`config.mk`:
```
export PLATFORM = sky130hd
export DESIGN_NAME = asfc_top
export DESIGN_NICKNAME = d
export VERILOG_FILES = /design/src/logic/asfc_mem.v /design/src/logic/asfc_top.v
export VERILOG_INCLUDE_DIRS = /design/src /design/src/pkg
export SDC_FILE = /design/constraint.sdc
export NUM_CORES = 2
export LEC_CHECK = 0
export BUFFER_PORTS_ARGS = -buffer_cell sky130_fd_sc_hd__buf_2
export CELL_PAD_IN_SITES_DETAIL_PLACEMENT = 1
export CELL_PAD_IN_SITES_GLOBAL_PLACEMENT = 1
export CORE_ASPECT_RATIO = 1.25
export CORE_MARGIN = 10
export CORE_UTILIZATION = 55
export DETAILED_ROUTE_END_ITERATION = 10
export MAX_ROUTING_LAYER = met4
export PLACE_DENSITY_LB_ADDON = 0.1
export SLEW_MARGIN = 20
export SYNTH_ARGS = -nofsm -noshare
export SYNTH_HDL_FRONTEND = slang
export SYNTH_HIERARCHICAL = 1
export SYNTH_SLANG_ARGS = --single-unit
```
`constraint.sdc`:
```
create_clock -name core_clk -period 5.4 [get_ports core_clk]
set_input_delay 0.81 -clock core_clk [delete_from_list [all_inputs] [get_ports core_clk]]
set_output_delay 0.81 -clock core_clk [all_outputs]
set_load 0.02 [all_outputs]
```
`src/pkg/asfc_defs.vh`:
```
// Register offsets, field positions and reset values of the sample buffer
`ifndef ASFC_DEFS_VH
`define ASFC_DEFS_VH

`define ASFC_ADDR_X0        8'h32
`define ASFC_ADDR_X1        8'h33
`define ASFC_ADDR_Y0        8'h34
`define ASFC_ADDR_Y1        8'h35
`define ASFC_ADDR_Z0        8'h36
`define ASFC_ADDR_Z1        8'h37
`define ASFC_ADDR_CTL       8'h38
`define ASFC_ADDR_STAT      8'h39

`define ASFC_CTL_MODE_HI    7
`define ASFC_CTL_MODE_LO    6
`define ASFC_CTL_TRIG_SEL   5
`define ASFC_CTL_CNT_HI     4
`define ASFC_CTL_CNT_LO     0
`define ASFC_STAT_TRIG      7
`define ASFC_STAT_ZERO      6
`define ASFC_STAT_ENT_HI    5
`define ASFC_STAT_ENT_LO    0

`define ASFC_MODE_BYPASS    2'h0
`define ASFC_MODE_FIFO      2'h1
`define ASFC_MODE_STREAM    2'h2
`define ASFC_MODE_TRIGGER   2'h3

`define ASFC_CTL_RESET      8'h00
`define ASFC_RDATA_UNMAPPED 8'h00
`define ASFC_BUF_DEPTH      32
`define ASFC_SAMPLE_WIDTH   48

`endif

```
`src/logic/asfc_mem.v`:
```
// Parameterised sample buffer with registered read data
module asfc_mem #(
	parameter WIDTH = 48,
	parameter DEPTH = 32,
	parameter AW    = 5
) (
	// Clock and reset
	input  wire             core_clk,
	input  wire             rst_n,
	// Filling side
	input  wire             in_valid,
	output wire             in_ready,
	input  wire [WIDTH-1:0] in_data,
	// Draining side: a pop request returns data one cycle later
	input  wire             out_ready,
	output reg              out_valid,
	output reg  [WIDTH-1:0] out_data,
	// Fill level
	output reg  [AW:0]      level
);
	reg  [WIDTH-1:0] mem [0:DEPTH-1];
	reg  [AW-1:0]    wr_ptr_reg;
	reg  [AW-1:0]    rd_ptr_reg;
	wire             pop;
	wire             push;

	// A pop in the same cycle frees a slot, so a full buffer can still take data
	assign pop      = out_ready && (level != {(AW+1){1'b0}});
	assign in_ready = (level != DEPTH[AW:0]) || pop;
	assign push     = in_valid && in_ready;

	always @(posedge core_clk) begin
		if (push) begin
			mem[wr_ptr_reg] <= in_data;
		end
	end

	always @(posedge core_clk) begin
		if (!rst_n) begin
			wr_ptr_reg <= {AW{1'b0}};
			rd_ptr_reg <= {AW{1'b0}};
			level      <= {(AW+1){1'b0}};
			out_valid  <= 1'b0;
			out_data   <= {WIDTH{1'b0}};
		end else begin
			out_valid <= pop;
			if (pop) begin
				out_data   <= mem[rd_ptr_reg];
				rd_ptr_reg <= rd_ptr_reg + 1'b1;
			end
			if (push) begin
				wr_ptr_reg <= wr_ptr_reg + 1'b1;
			end
			if (push && !pop) begin
				level <= level + 1'b1;
			end else if (pop && !push) begin
				level <= level - 1'b1;
			end
		end
	end
endmodule

```
`src/logic/asfc_top.v`:
```
// Three-axis sample buffer control with axis output and status registers
//
// Notes on behaviour
// [RULE1] Trigger source is irq_out_a when select bit is 0, irq_out_b when 1.
// [RULE2] Sample count of zero sets the watermark flag at once, in any mode.
// [RULE3] Host must not program zero sample count in trigger mode.
// [RULE4] Fifo and stream: count is watermark level; bypass ignores it. Code: a zero count still sets the watermark in bypass.
// [RULE5] Trigger mode: count is samples kept from before the trigger.
// [RULE6] Status bit 7 is 1 once a trigger event occurred, else 0.
// [RULE7] Status bits 5..0 give the number of stored entries.
// [RULE8] Oldest buffered sample is presented at the axis output registers.
// [RULE9] Any axis read, single or burst, removes one level.
// [RULE10] Host reads each sample as one burst over all axis bytes.
// [RULE11] Up to 32 stored entries plus one waiting at the output, 33 total.
// [RULE12] Host reads in stream mode or right after new-sample flag rises.
// [RULE13] Low-power mode keeps new-sample flag and buffer working unchanged.
// [RULE14] Control bits 7..6 select bypass, fifo, stream or trigger mode.
// [RULE15] Stream keeps the latest 32 samples, overwriting the oldest.
// [RULE16] Trigger keeps pre-trigger samples, then collects until full.
// [RULE17] Watermark and new-sample flags clear through axis reads.
// [RULE18] Status bit 6 reads zero; writes to status are ignored.
// [RULE19] Fifo mode stops accepting samples at 32 until one is read.
`include "asfc_defs.vh"

module asfc_top #(
	parameter DEPTH = `ASFC_BUF_DEPTH,
	parameter AW    = 5
) (
	// Clock and reset
	input  wire        core_clk,
	input  wire        rst_n,
	// Sample link from the converter, on its own clock
	input  wire        sample_clk,
	input  wire [47:0] sample_data,
	// Interrupt pin levels used as trigger sources
	input  wire        irq_out_a,
	input  wire        irq_out_b,
	// Operating mode
	input  wire        low_power_en,
	// Register port from the serial interface
	input  wire [7:0]  reg_addr,
	input  wire        reg_wr,
	input  wire [7:0]  reg_wdata,
	input  wire        reg_rd,
	input  wire        reg_xfer_end,
	output reg  [7:0]  reg_rdata,
	// Status flags and control register
	output reg         watermark_flag,
	output reg         data_ready_flag,
	output reg         trigger_seen_flag,
	output reg  [7:0]  buffer_control_reg
);
	// Byte of the presented sample for an axis register address
	function [7:0] axis_byte;
		input [47:0] smp;
		input [7:0]  addr;
		begin
			case (addr)
				`ASFC_ADDR_X0: axis_byte = smp[7:0];
				`ASFC_ADDR_X1: axis_byte = smp[15:8];
				`ASFC_ADDR_Y0: axis_byte = smp[23:16];
				`ASFC_ADDR_Y1: axis_byte = smp[31:24];
				`ASFC_ADDR_Z0: axis_byte = smp[39:32];
				`ASFC_ADDR_Z1: axis_byte = smp[47:40];
				default:       axis_byte = `ASFC_RDATA_UNMAPPED;
			endcase
		end
	endfunction

	reg  [2:0]  sclk_sync_reg;
	reg  [47:0] sdata_s1_reg;
	reg  [47:0] sdata_s2_reg;
	reg         trig_prev_reg;
	reg  [47:0] hold_reg;
	reg         hold_valid_reg;
	reg         fetch_busy_reg;
	reg         drop_pend_reg;
	reg         axis_touched_reg;
	wire        sample_tick;
	wire [1:0]  mode;
	wire [4:0]  wm_count;
	wire        trig_src;
	wire        trig_rise;
	wire        host_pop;
	wire        is_axis;
	wire        fifo_in_ready;
	wire        fifo_out_valid;
	wire [47:0] fifo_out_data;
	wire [AW:0] level;
	wire [5:0]  entries;
	wire [7:0]  status_byte;
	wire        at_wm;
	reg         fifo_push;
	reg         drop;
	wire        refill;
	wire        fifo_pop;

	assign mode     = buffer_control_reg[`ASFC_CTL_MODE_HI:`ASFC_CTL_MODE_LO];
	assign wm_count = buffer_control_reg[`ASFC_CTL_CNT_HI:`ASFC_CTL_CNT_LO];
	assign is_axis  = (reg_addr >= `ASFC_ADDR_X0) &&
	                  (reg_addr <= `ASFC_ADDR_Z1);
	assign entries  = level[5:0];
	assign at_wm    = ({1'b0, entries} >= {2'b00, wm_count});

	// Link clock is sampled; data is held stable across its rising edge
	always @(posedge core_clk) begin
		if (!rst_n) begin
			sclk_sync_reg <= 3'h0;
			sdata_s1_reg  <= 48'h000000000000;
			sdata_s2_reg  <= 48'h000000000000;
		end else begin
			sclk_sync_reg <= {sclk_sync_reg[1:0], sample_clk};
			sdata_s1_reg  <= sample_data;
			sdata_s2_reg  <= sdata_s1_reg;
		end
	end
	assign sample_tick = sclk_sync_reg[1] && !sclk_sync_reg[2];

	// [RULE1] trigger source select
	assign trig_src  = buffer_control_reg[`ASFC_CTL_TRIG_SEL] ?
	                   irq_out_b : irq_out_a;
	assign trig_rise = trig_src && !trig_prev_reg &&
	                   (mode == `ASFC_MODE_TRIGGER);

	// [RULE9] one level per host transaction touching axis bytes
	assign host_pop = reg_xfer_end && (axis_touched_reg ||
	                  (reg_rd && is_axis));

	// Buffer admission per mode
	always @* begin
		fifo_push = 1'b0;
		drop      = 1'b0;
		case (mode)
			`ASFC_MODE_BYPASS: begin
				fifo_push = 1'b0;
			end
			`ASFC_MODE_FIFO: begin
				// [RULE19] full buffer refuses via in_ready
				fifo_push = sample_tick;
			end
			`ASFC_MODE_STREAM: begin
				// [RULE15] overwrite oldest when full
				fifo_push = sample_tick;
				drop      = sample_tick && (level == DEPTH[AW:0]);
			end
			`ASFC_MODE_TRIGGER: begin
				fifo_push = sample_tick;
				// [RULE5] keep only wm_count pre-trigger samples
				// [RULE16] after trigger, fill until full
				drop = sample_tick && !trigger_seen_flag && at_wm &&
				       (level != {(AW+1){1'b0}});
			end
			default: begin
				fifo_push = 1'b0;
			end
		endcase
	end

	// Dropping wins the pop port; the refill simply waits a cycle
	assign refill   = !hold_valid_reg && !fetch_busy_reg && !drop &&
	                  (level != {(AW+1){1'b0}}) &&
	                  (mode != `ASFC_MODE_BYPASS);
	assign fifo_pop = drop || refill;

	// [RULE11] 32 stored entries in the buffer
	asfc_mem #(
		.WIDTH (`ASFC_SAMPLE_WIDTH),
		.DEPTH (DEPTH),
		.AW    (AW)
	) u_buf (
		.core_clk  (core_clk),
		.rst_n     (rst_n),
		.in_valid  (fifo_push),
		.in_ready  (fifo_in_ready),
		.in_data   (sdata_s2_reg),
		.out_ready (fifo_pop),
		.out_valid (fifo_out_valid),
		.out_data  (fifo_out_data),
		.level     (level)
	);

	// [RULE13] low power changes no buffer behaviour
	always @(posedge core_clk) begin
		if (!rst_n) begin
			hold_reg       <= 48'h000000000000;
			hold_valid_reg <= 1'b0;
			fetch_busy_reg <= 1'b0;
			drop_pend_reg  <= 1'b0;
		end else begin
			drop_pend_reg <= drop;
			if (refill) begin
				fetch_busy_reg <= 1'b1;
			end else if (fifo_out_valid && !drop_pend_reg) begin
				fetch_busy_reg <= 1'b0;
			end
			// [RULE8] oldest sample moves to the output holding entry
			if (mode == `ASFC_MODE_BYPASS && sample_tick) begin
				hold_reg       <= sdata_s2_reg;
				hold_valid_reg <= 1'b1;
			end else if (fifo_out_valid && !drop_pend_reg) begin
				hold_reg       <= fifo_out_data;
				hold_valid_reg <= 1'b1;
			end else if (host_pop) begin
				// [RULE17] reading clears the new-sample flag
				hold_valid_reg <= 1'b0;
			end
		end
	end

	// Register port
	always @(posedge core_clk) begin
		if (!rst_n) begin
			buffer_control_reg <= `ASFC_CTL_RESET;
			reg_rdata          <= `ASFC_RDATA_UNMAPPED;
			axis_touched_reg   <= 1'b0;
			trig_prev_reg      <= 1'b0;
			trigger_seen_flag  <= 1'b0;
		end else begin
			trig_prev_reg <= trig_src;
			// [RULE14] mode and count written through the control register
			if (reg_wr && reg_addr == `ASFC_ADDR_CTL) begin
				buffer_control_reg <= reg_wdata;
			end
			// [RULE6] sticky trigger; a new event wins over the clear
			if (trig_rise) begin
				trigger_seen_flag <= 1'b1;
			end else if (reg_wr && reg_addr == `ASFC_ADDR_CTL) begin
				trigger_seen_flag <= 1'b0;
			end
			if (reg_xfer_end) begin
				axis_touched_reg <= 1'b0;
			end else if (reg_rd && is_axis) begin
				axis_touched_reg <= 1'b1;
			end
			if (reg_rd) begin
				if (is_axis) begin
					reg_rdata <= axis_byte(hold_reg, reg_addr);
				end else if (reg_addr == `ASFC_ADDR_CTL) begin
					reg_rdata <= buffer_control_reg;
				end else if (reg_addr == `ASFC_ADDR_STAT) begin
					reg_rdata <= status_byte;
				end else begin
					reg_rdata <= `ASFC_RDATA_UNMAPPED;
				end
			end
		end
	end

	// [RULE7] entry count in low bits
	// [RULE18] bit 6 fixed at zero; status has no write path
	assign status_byte = {trigger_seen_flag, 1'b0, entries};

	always @(posedge core_clk) begin
		if (!rst_n) begin
			watermark_flag  <= 1'b0;
			data_ready_flag <= 1'b0;
		end else begin
			// [RULE2] zero count sets watermark at once
			// [RULE4] entries reaching count, not in bypass
			watermark_flag  <= (wm_count == 5'h00) ||
			                   ((mode != `ASFC_MODE_BYPASS) && at_wm);
			data_ready_flag <= hold_valid_reg;
		end
	end
endmodule

```
== Word-level counts from Yosys, hierarchy flattened ==
Memory sizes are Yosys's and may differ from the RTL's. A register that Yosys moved wholly into a read port is not among the register bits.
Cells that the tools add are included.

* Add/sub/neg operators: 4
* $lt $le $gt $ge: 3
* Equality and inequality tests: 13
* Multiplexer cells: 20
* Bitwise logic cells: 1
* Reduce and logical (&&, ||, !) cells: 47

{| class="wikitable"
|+ Operator list
! operator !! count
|-
| $mux W48 || 2
|-
| $eq A8 B6 Y1 const B || 8
|-
| $pmux W8 S6 || 1
|-
| $mux W8 || 3
|-
| $logic_and A1 B1 Y1 || 22
|-
| $mux W6 || 2
|-
| $add A5 B1 Y5 const B || 2
|-
| $logic_not A1 Y1 || 10
|-
| $mux W1 || 10
|-
| $reduce_bool A2 Y1 || 5
|-
| $ge A8 B6 Y1 const B || 1
|-
| $le A8 B6 Y1 const B || 1
|-
| $add A6 B1 Y6 const B || 1
|-
| $eq A6 B6 Y1 const B || 1
|-
| $ge A6 B5 Y1 || 1
|-
| $ne A6 B6 Y1 const B || 1
|-
| $reduce_bool A6 Y1 || 1
|-
| $sub A6 B1 Y6 const B || 1
|-
| $logic_not A5 Y1 || 1
|-
| $eq A2 B2 Y1 const B || 2
|-
| $logic_or A1 B1 Y1 || 4
|-
| $pmux W1 S2 || 2
|-
| $reduce_bool A3 Y1 || 1
|-
| $reduce_or A3 Y1 || 1
|-
| other kinds (4) || 4
|}

* Register bits after elaboration: 188
* RAM bits: 1,536
* Input bits: 73
* Output and inout port bits: 19
* Logic and storage cells: 107
* Memories: 1

{| class="wikitable"
|+ Memory list
! name !! words !! width !! rd ports !! clocked after memory_dff !! write ports !! line !! RTL
|-
| u_buf.mem || 32 || 48 || 1 || 1 || 1 || asfc_mem.v:21 || <nowiki>reg [WIDTH-1:0] mem [0:DEPTH-1];</nowiki>
|}

== Longest topological paths before layout ==
* Depth after elaboration: 18
* Depth in mapped cells: 18
* Mapped depth without buffers: 18

== By module ==
Netlist, hierarchy kept.

{| class="wikitable"
|+ By module, submodules not included
! module !! instances !! cells each !! area each (um2) !! sequential area each (um2)
|-
| asfc_mem || 1 || 2,776 || 60,606.9 || 47,425.5
|-
| asfc_top || 1 || 634 || 6,653.9 || 3,423.3
|}

== Worst setup path before layout ==
Ideal clock, no wire load.

* Kind: register to register
* From: register buffer_control_reg[4]
* To: memory u_buf.mem[15][0] (enable)
* Library setup time: 455 ps
* Arrival: 4,493 ps
* Data required time: 4,945 ps
* Setup slack: 452 ps
* Cell stages (with the launch flop): 11
* Buffers on the path: 0
* Period minus slack after synthesis: 4,948 ps
* Cells stage by stage: dfxtp_1 > inv_1 > ha_1 > nand3_1 > o311ai_0 > nand3_1 > nand2b_1 > nor2b_1 > a31oi_1 > nand2_1 > nor2_1

* Word-level cells in the longest chain between the ends: 14

{| class="wikitable"
|+ RTL lines
! what !! line !! RTL
|-
| from (decl) || asfc_top.v:51 || <nowiki>output reg [7:0] buffer_control_reg</nowiki>
|-
| from (signal assigned) || asfc_top.v:213 || <nowiki>buffer_control_reg <= `ASFC_CTL_RESET;</nowiki>
|-
| from (signal assigned) || asfc_top.v:222 || <nowiki>buffer_control_reg <= reg_wdata;</nowiki>
|-
| $ge A6 B5 Y1 (*) || asfc_top.v:103 || <nowiki>assign at_wm = ({1'b0, entries} >= {2'b00, wm_count});</nowiki>
|-
| $logic_and A1 B1 Y1 (*) (2 in a row) || asfc_top.v:150 || <nowiki>drop = sample_tick && !trigger_seen_flag && at_wm &&</nowiki>
|-
| $pmux W1 S2 (*) || asfc_top.v:133 || <nowiki>case (mode)</nowiki>
|-
| $logic_not A1 Y1 || asfc_top.v:160 || <nowiki>assign refill = !hold_valid_reg && !fetch_busy_reg && !drop &&</nowiki>
|-
| $logic_and A1 B1 Y1 (3 in a row) || asfc_top.v:160 ||
|-
| $logic_or A1 B1 Y1 (*) || asfc_top.v:163 || <nowiki>assign fifo_pop = drop || refill;</nowiki>
|-
| named net fifo_pop || asfc_top.v:96 || <nowiki>wire fifo_pop;</nowiki>
|-
| $logic_and A1 B1 Y1 (*) || asfc_mem.v:28 || <nowiki>assign pop = out_ready && (level != {(AW+1){1'b0}});</nowiki>
|-
| $logic_or A1 B1 Y1 (*) || asfc_mem.v:29 || <nowiki>assign in_ready = (level != DEPTH[AW:0]) || pop;</nowiki>
|-
| $logic_and A1 B1 Y1 (*) || asfc_mem.v:30 || <nowiki>assign push = in_valid && in_ready;</nowiki>
|-
| named net u_buf.push || asfc_mem.v:25 || <nowiki>wire push;</nowiki>
|-
| $mux W1 (*) || asfc_mem.v:33 || <nowiki>if (push) begin</nowiki>
|-
| $mux W1 (not written as such) (*) || asfc_mem.v:34 || <nowiki>mem[wr_ptr_reg] <= in_data;</nowiki>
|-
| to (decl) || asfc_mem.v:21 ||
|}

Mark *: on every way through the listed nets, which the timed path passes. The rest lies on a longest branch.

== Worst setup path after layout ==
* From: register u_buf.level[0]
* To: register u_buf.level[5]

* Word-level cells in the longest chain between the ends: 15
* Elaborated cells on any way between the ends: 25
* Those cells by class: add/sub (2); order compare (1); eq/ne (2); mux (3); reduce/logical (17)

{| class="wikitable"
|+ RTL lines
! what !! line !! RTL
|-
| from (decl) || asfc_mem.v:19 || <nowiki>output reg [AW:0] level</nowiki>
|-
| from (signal assigned) || asfc_mem.v:42 || <nowiki>level <= {(AW+1){1'b0}};</nowiki>
|-
| from (signal assigned) || asfc_mem.v:55 || <nowiki>level <= level + 1'b1;</nowiki>
|-
| from (signal assigned) || asfc_mem.v:57 || <nowiki>level <= level - 1'b1;</nowiki>
|-
| $ge A6 B5 Y1 || asfc_top.v:103 ||
|-
| $logic_and A1 B1 Y1 (2 in a row) || asfc_top.v:150 ||
|-
| $pmux W1 S2 || asfc_top.v:133 ||
|-
| $logic_not A1 Y1 || asfc_top.v:160 ||
|-
| $logic_and A1 B1 Y1 (3 in a row) || asfc_top.v:160 ||
|-
| $logic_or A1 B1 Y1 (*) || asfc_top.v:163 ||
|-
| named net fifo_pop || asfc_top.v:96 ||
|-
| $logic_and A1 B1 Y1 (*) || asfc_mem.v:28 ||
|-
| $logic_or A1 B1 Y1 || asfc_mem.v:29 ||
|-
| $logic_and A1 B1 Y1 || asfc_mem.v:30 ||
|-
| $logic_not A1 Y1 || asfc_mem.v:56 || <nowiki>end else if (pop && !push) begin</nowiki>
|-
| $logic_and A1 B1 Y1 || asfc_mem.v:56 ||
|-
| $reduce_bool A2 Y1 (no source line) || -- ||
|}

Mark *: on every way through the listed nets, which the timed path passes. The rest lies on a longest branch. The select of a mux whose other input is x is not followed.
A chain may end at the register's enable or synchronous reset.

==> metrics.cfg <==
[outcome]
status = finished clean

[finish]
multi_input_area_mm2 = 0.0155
drive_gt1_share_pct = 24.3
nFillCells = 10012
registers.top_by_ff_count = u_buf/mem
area_delta_synth_final_pct = 12.5
fin_nets = 3676
largest_register_ffs = 1536
seq_area_mm2 = 0.0509

[power_and_ir_drop]
leakage_uw = 0.0256
power_uw = 26800
max-vdd-ir-drop_v = 0.000335
power_density_mw_per_mm2 = 354

[floorplan]
start_util_pct = 55.4
die_x_um = 333
die_h_um = 411
io_pins = 92
num_rows = 143
die_area_mm2 = 0.137
coreArea_mm2 = 0.121

[clocking]
cts.htree.levels = 4
cts_buffer_depth = 3
cts.repair.resized = 0
cts_sinks = 1772
post_cts_buffers = 0
clk_latency_ns = 0.81
clkTransAtPathRegs_ns = 0.06
cts_root_buf = clkbuf_16
cts_inserted_buffers = 168
hold_buffers = 0
tritoncts = built

[routing]
post_drt_wl_per_cell_um = 34.7
viasPerCell = 6.60
wirelength_um = 185000
postRouteAntennaNets = 0
drc_errors = 0
drt_iter0_drc = 3814
drt_first_pass_iters = 5
routed-via-count = 35148

[timing]
finalCritPeriodShare_pct = 80.3
report.final.setup_viol = 0
slew_headroom_pct = 22.2
fin_setup_tns_ns = 0
max_freq_mhz = 231
drv_slew = 0
tightest_slew_ns = 1.16
holdWs_ns = 0.207
layout_min_cycle_time_ns = 4.34
rsz0062_at_grt = false
fin_skew_ns = 0.0333
finalHoldViolations = 0

[worst_setup_path]
critical_path.max_fanout = 8
reg2reg_depth = 18
crit_path_end_kind = flop
reg2reg_slack_ns = 1.06
start_kind = flop
crit_type = flop to flop
r2r-start = u_buf/level[0]
arrival_ns = 4.99
required_ns = 6.06
r2r-end = u_buf/level[5]

[grt]
grt_pass1_vias = 37236
grt_overflow_total = 0
grt_max_degree = 79
grt_pass1_wl_um = 268000
grt_usage_pct = 27.9
antenna_found_initial = 7

[place]
dpl.hpwl_um = 104000
place_congestion = 0.866
portBuffers = 90

[min_path]
min_path_cells = 2
min_from = sample_data[32]
hp-class = primary input to flop
whs_endpoint = sdata_s1_reg[32]

[synthesis]
avgSynthCellArea_um2 = 19.7
synth_cells = 3409
synthesis.area_mm2 = 0.0673
postSynthNetCount = 3499
yosys_warnings = 6

[run]
max_cap_viol_count = 0

worst max-delay path: stages (launching register included):
cell and delay (ns):
dfxtp_1 0.45, inv_1 0.08, ha_1 0.26, nand2b_1 0.10, a21oi_1 0.09, o311ai_0 0.53
nand3_1 0.18, nand2b_1 0.14, inv_1 0.05, a31oi_1 0.39, inv_1 0.21, ha_1 0.34
inv_1 0.25, ha_1 0.30, a21oi_1 0.22, a21boi_0 0.16, o21ai_0 0.24, a21o_1 0.13
nand4_1 0.09
power by group:
part	total (uW)	leakage [uW]	switching [uW]	internal [uW]
combinational	228	0.00472	151	77.6
clock	11600	0.00261	4950	6620
sequential	15000	0.0183	144	14900
total	26800	0.0256	5250	21600
worst max path at each step:
stage / from / endpoint / slack, ns
after global placement: u_buf/level[0] / u_buf/level[5] / 1.16
final: u_buf/level[0] / u_buf/level[5] / 1.06
after global routing: u_buf/level[0] / u_buf/level[5] / 0.60
after CTS: u_buf/level[0] / u_buf/level[5] / 1.16
after floorplan: buffer_control_reg[4] / u_buf/mem[15][0] / 0.47
after detailed placement: u_buf/level[0] / u_buf/level[5] / 1.20
layout by cell type (no fill, tap or decap), types with 5 or more instances in the layout:
cell type / n
a2111oi_0: 6
a2111oi_2: 43
a211oi_1: 19
a211oi_2: 30
a21oi_1: 112
a22o_1: 97
a22oi_1: 50
a31oi_1: 13
and2_1: 112
buf_12: 26
buf_2: 89
buf_4: 105
bufinv_16: 10
clkbuf_1: 65
clkbuf_16: 173
clkbuf_8: 17
clkinv_1: 16
clkinv_2: 18
dfxtp_1: 197
dfxtp_2: 35
diode_2: 6
edfxtp_1: 1536
ha_1: 16
inv_1: 19
mux2i_1: 249
mux4_2: 290
nand2_1: 33
nand2b_1: 7
nand3_1: 17
nand4_1: 6
nor2_1: 66
nor2_4: 34
nor2b_1: 9
o21a_1: 5
o21ai_0: 15
o221ai_1: 49
o22ai_1: 48
xnor2_1: 8
metrics by stage:
stage,instance area (um^2),std cells,util (%),setup WS [ns]
floorplan,67300,3409,-,0.465
finish,75700,5327,62.3,1.06
detailed placement,70200,5011,57.8,1.20
global placement,70200,5011,57.8,1.16
global route,75700,5325,62.3,0.597
CTS,75600,5321,62.2,1.16
per-layer routing:
metal | track usage, % | part of all wire, %
met5 | - | 0
met4 | 8.92 | 2.9
met1 | 36.5 | 40
met2 | 45.0 | 50
met3 | 4.50 | 7.3
cell type report:
cell class / instances / share of cell area, %
Timing Repair Buffer: 220 / 2.32
Antenna cell: 6 / 0.0198
Multi-Input combinational cell: 1404 / 20.5
Sequential cell: 1772 / 67.3
Clock inverter: 55 / 0.761
Clock buffer: 255 / 6.35
Tap cell: 1595 / 2.64
Inverter: 20 / 0.101
(Power assumes the default switching activity.)
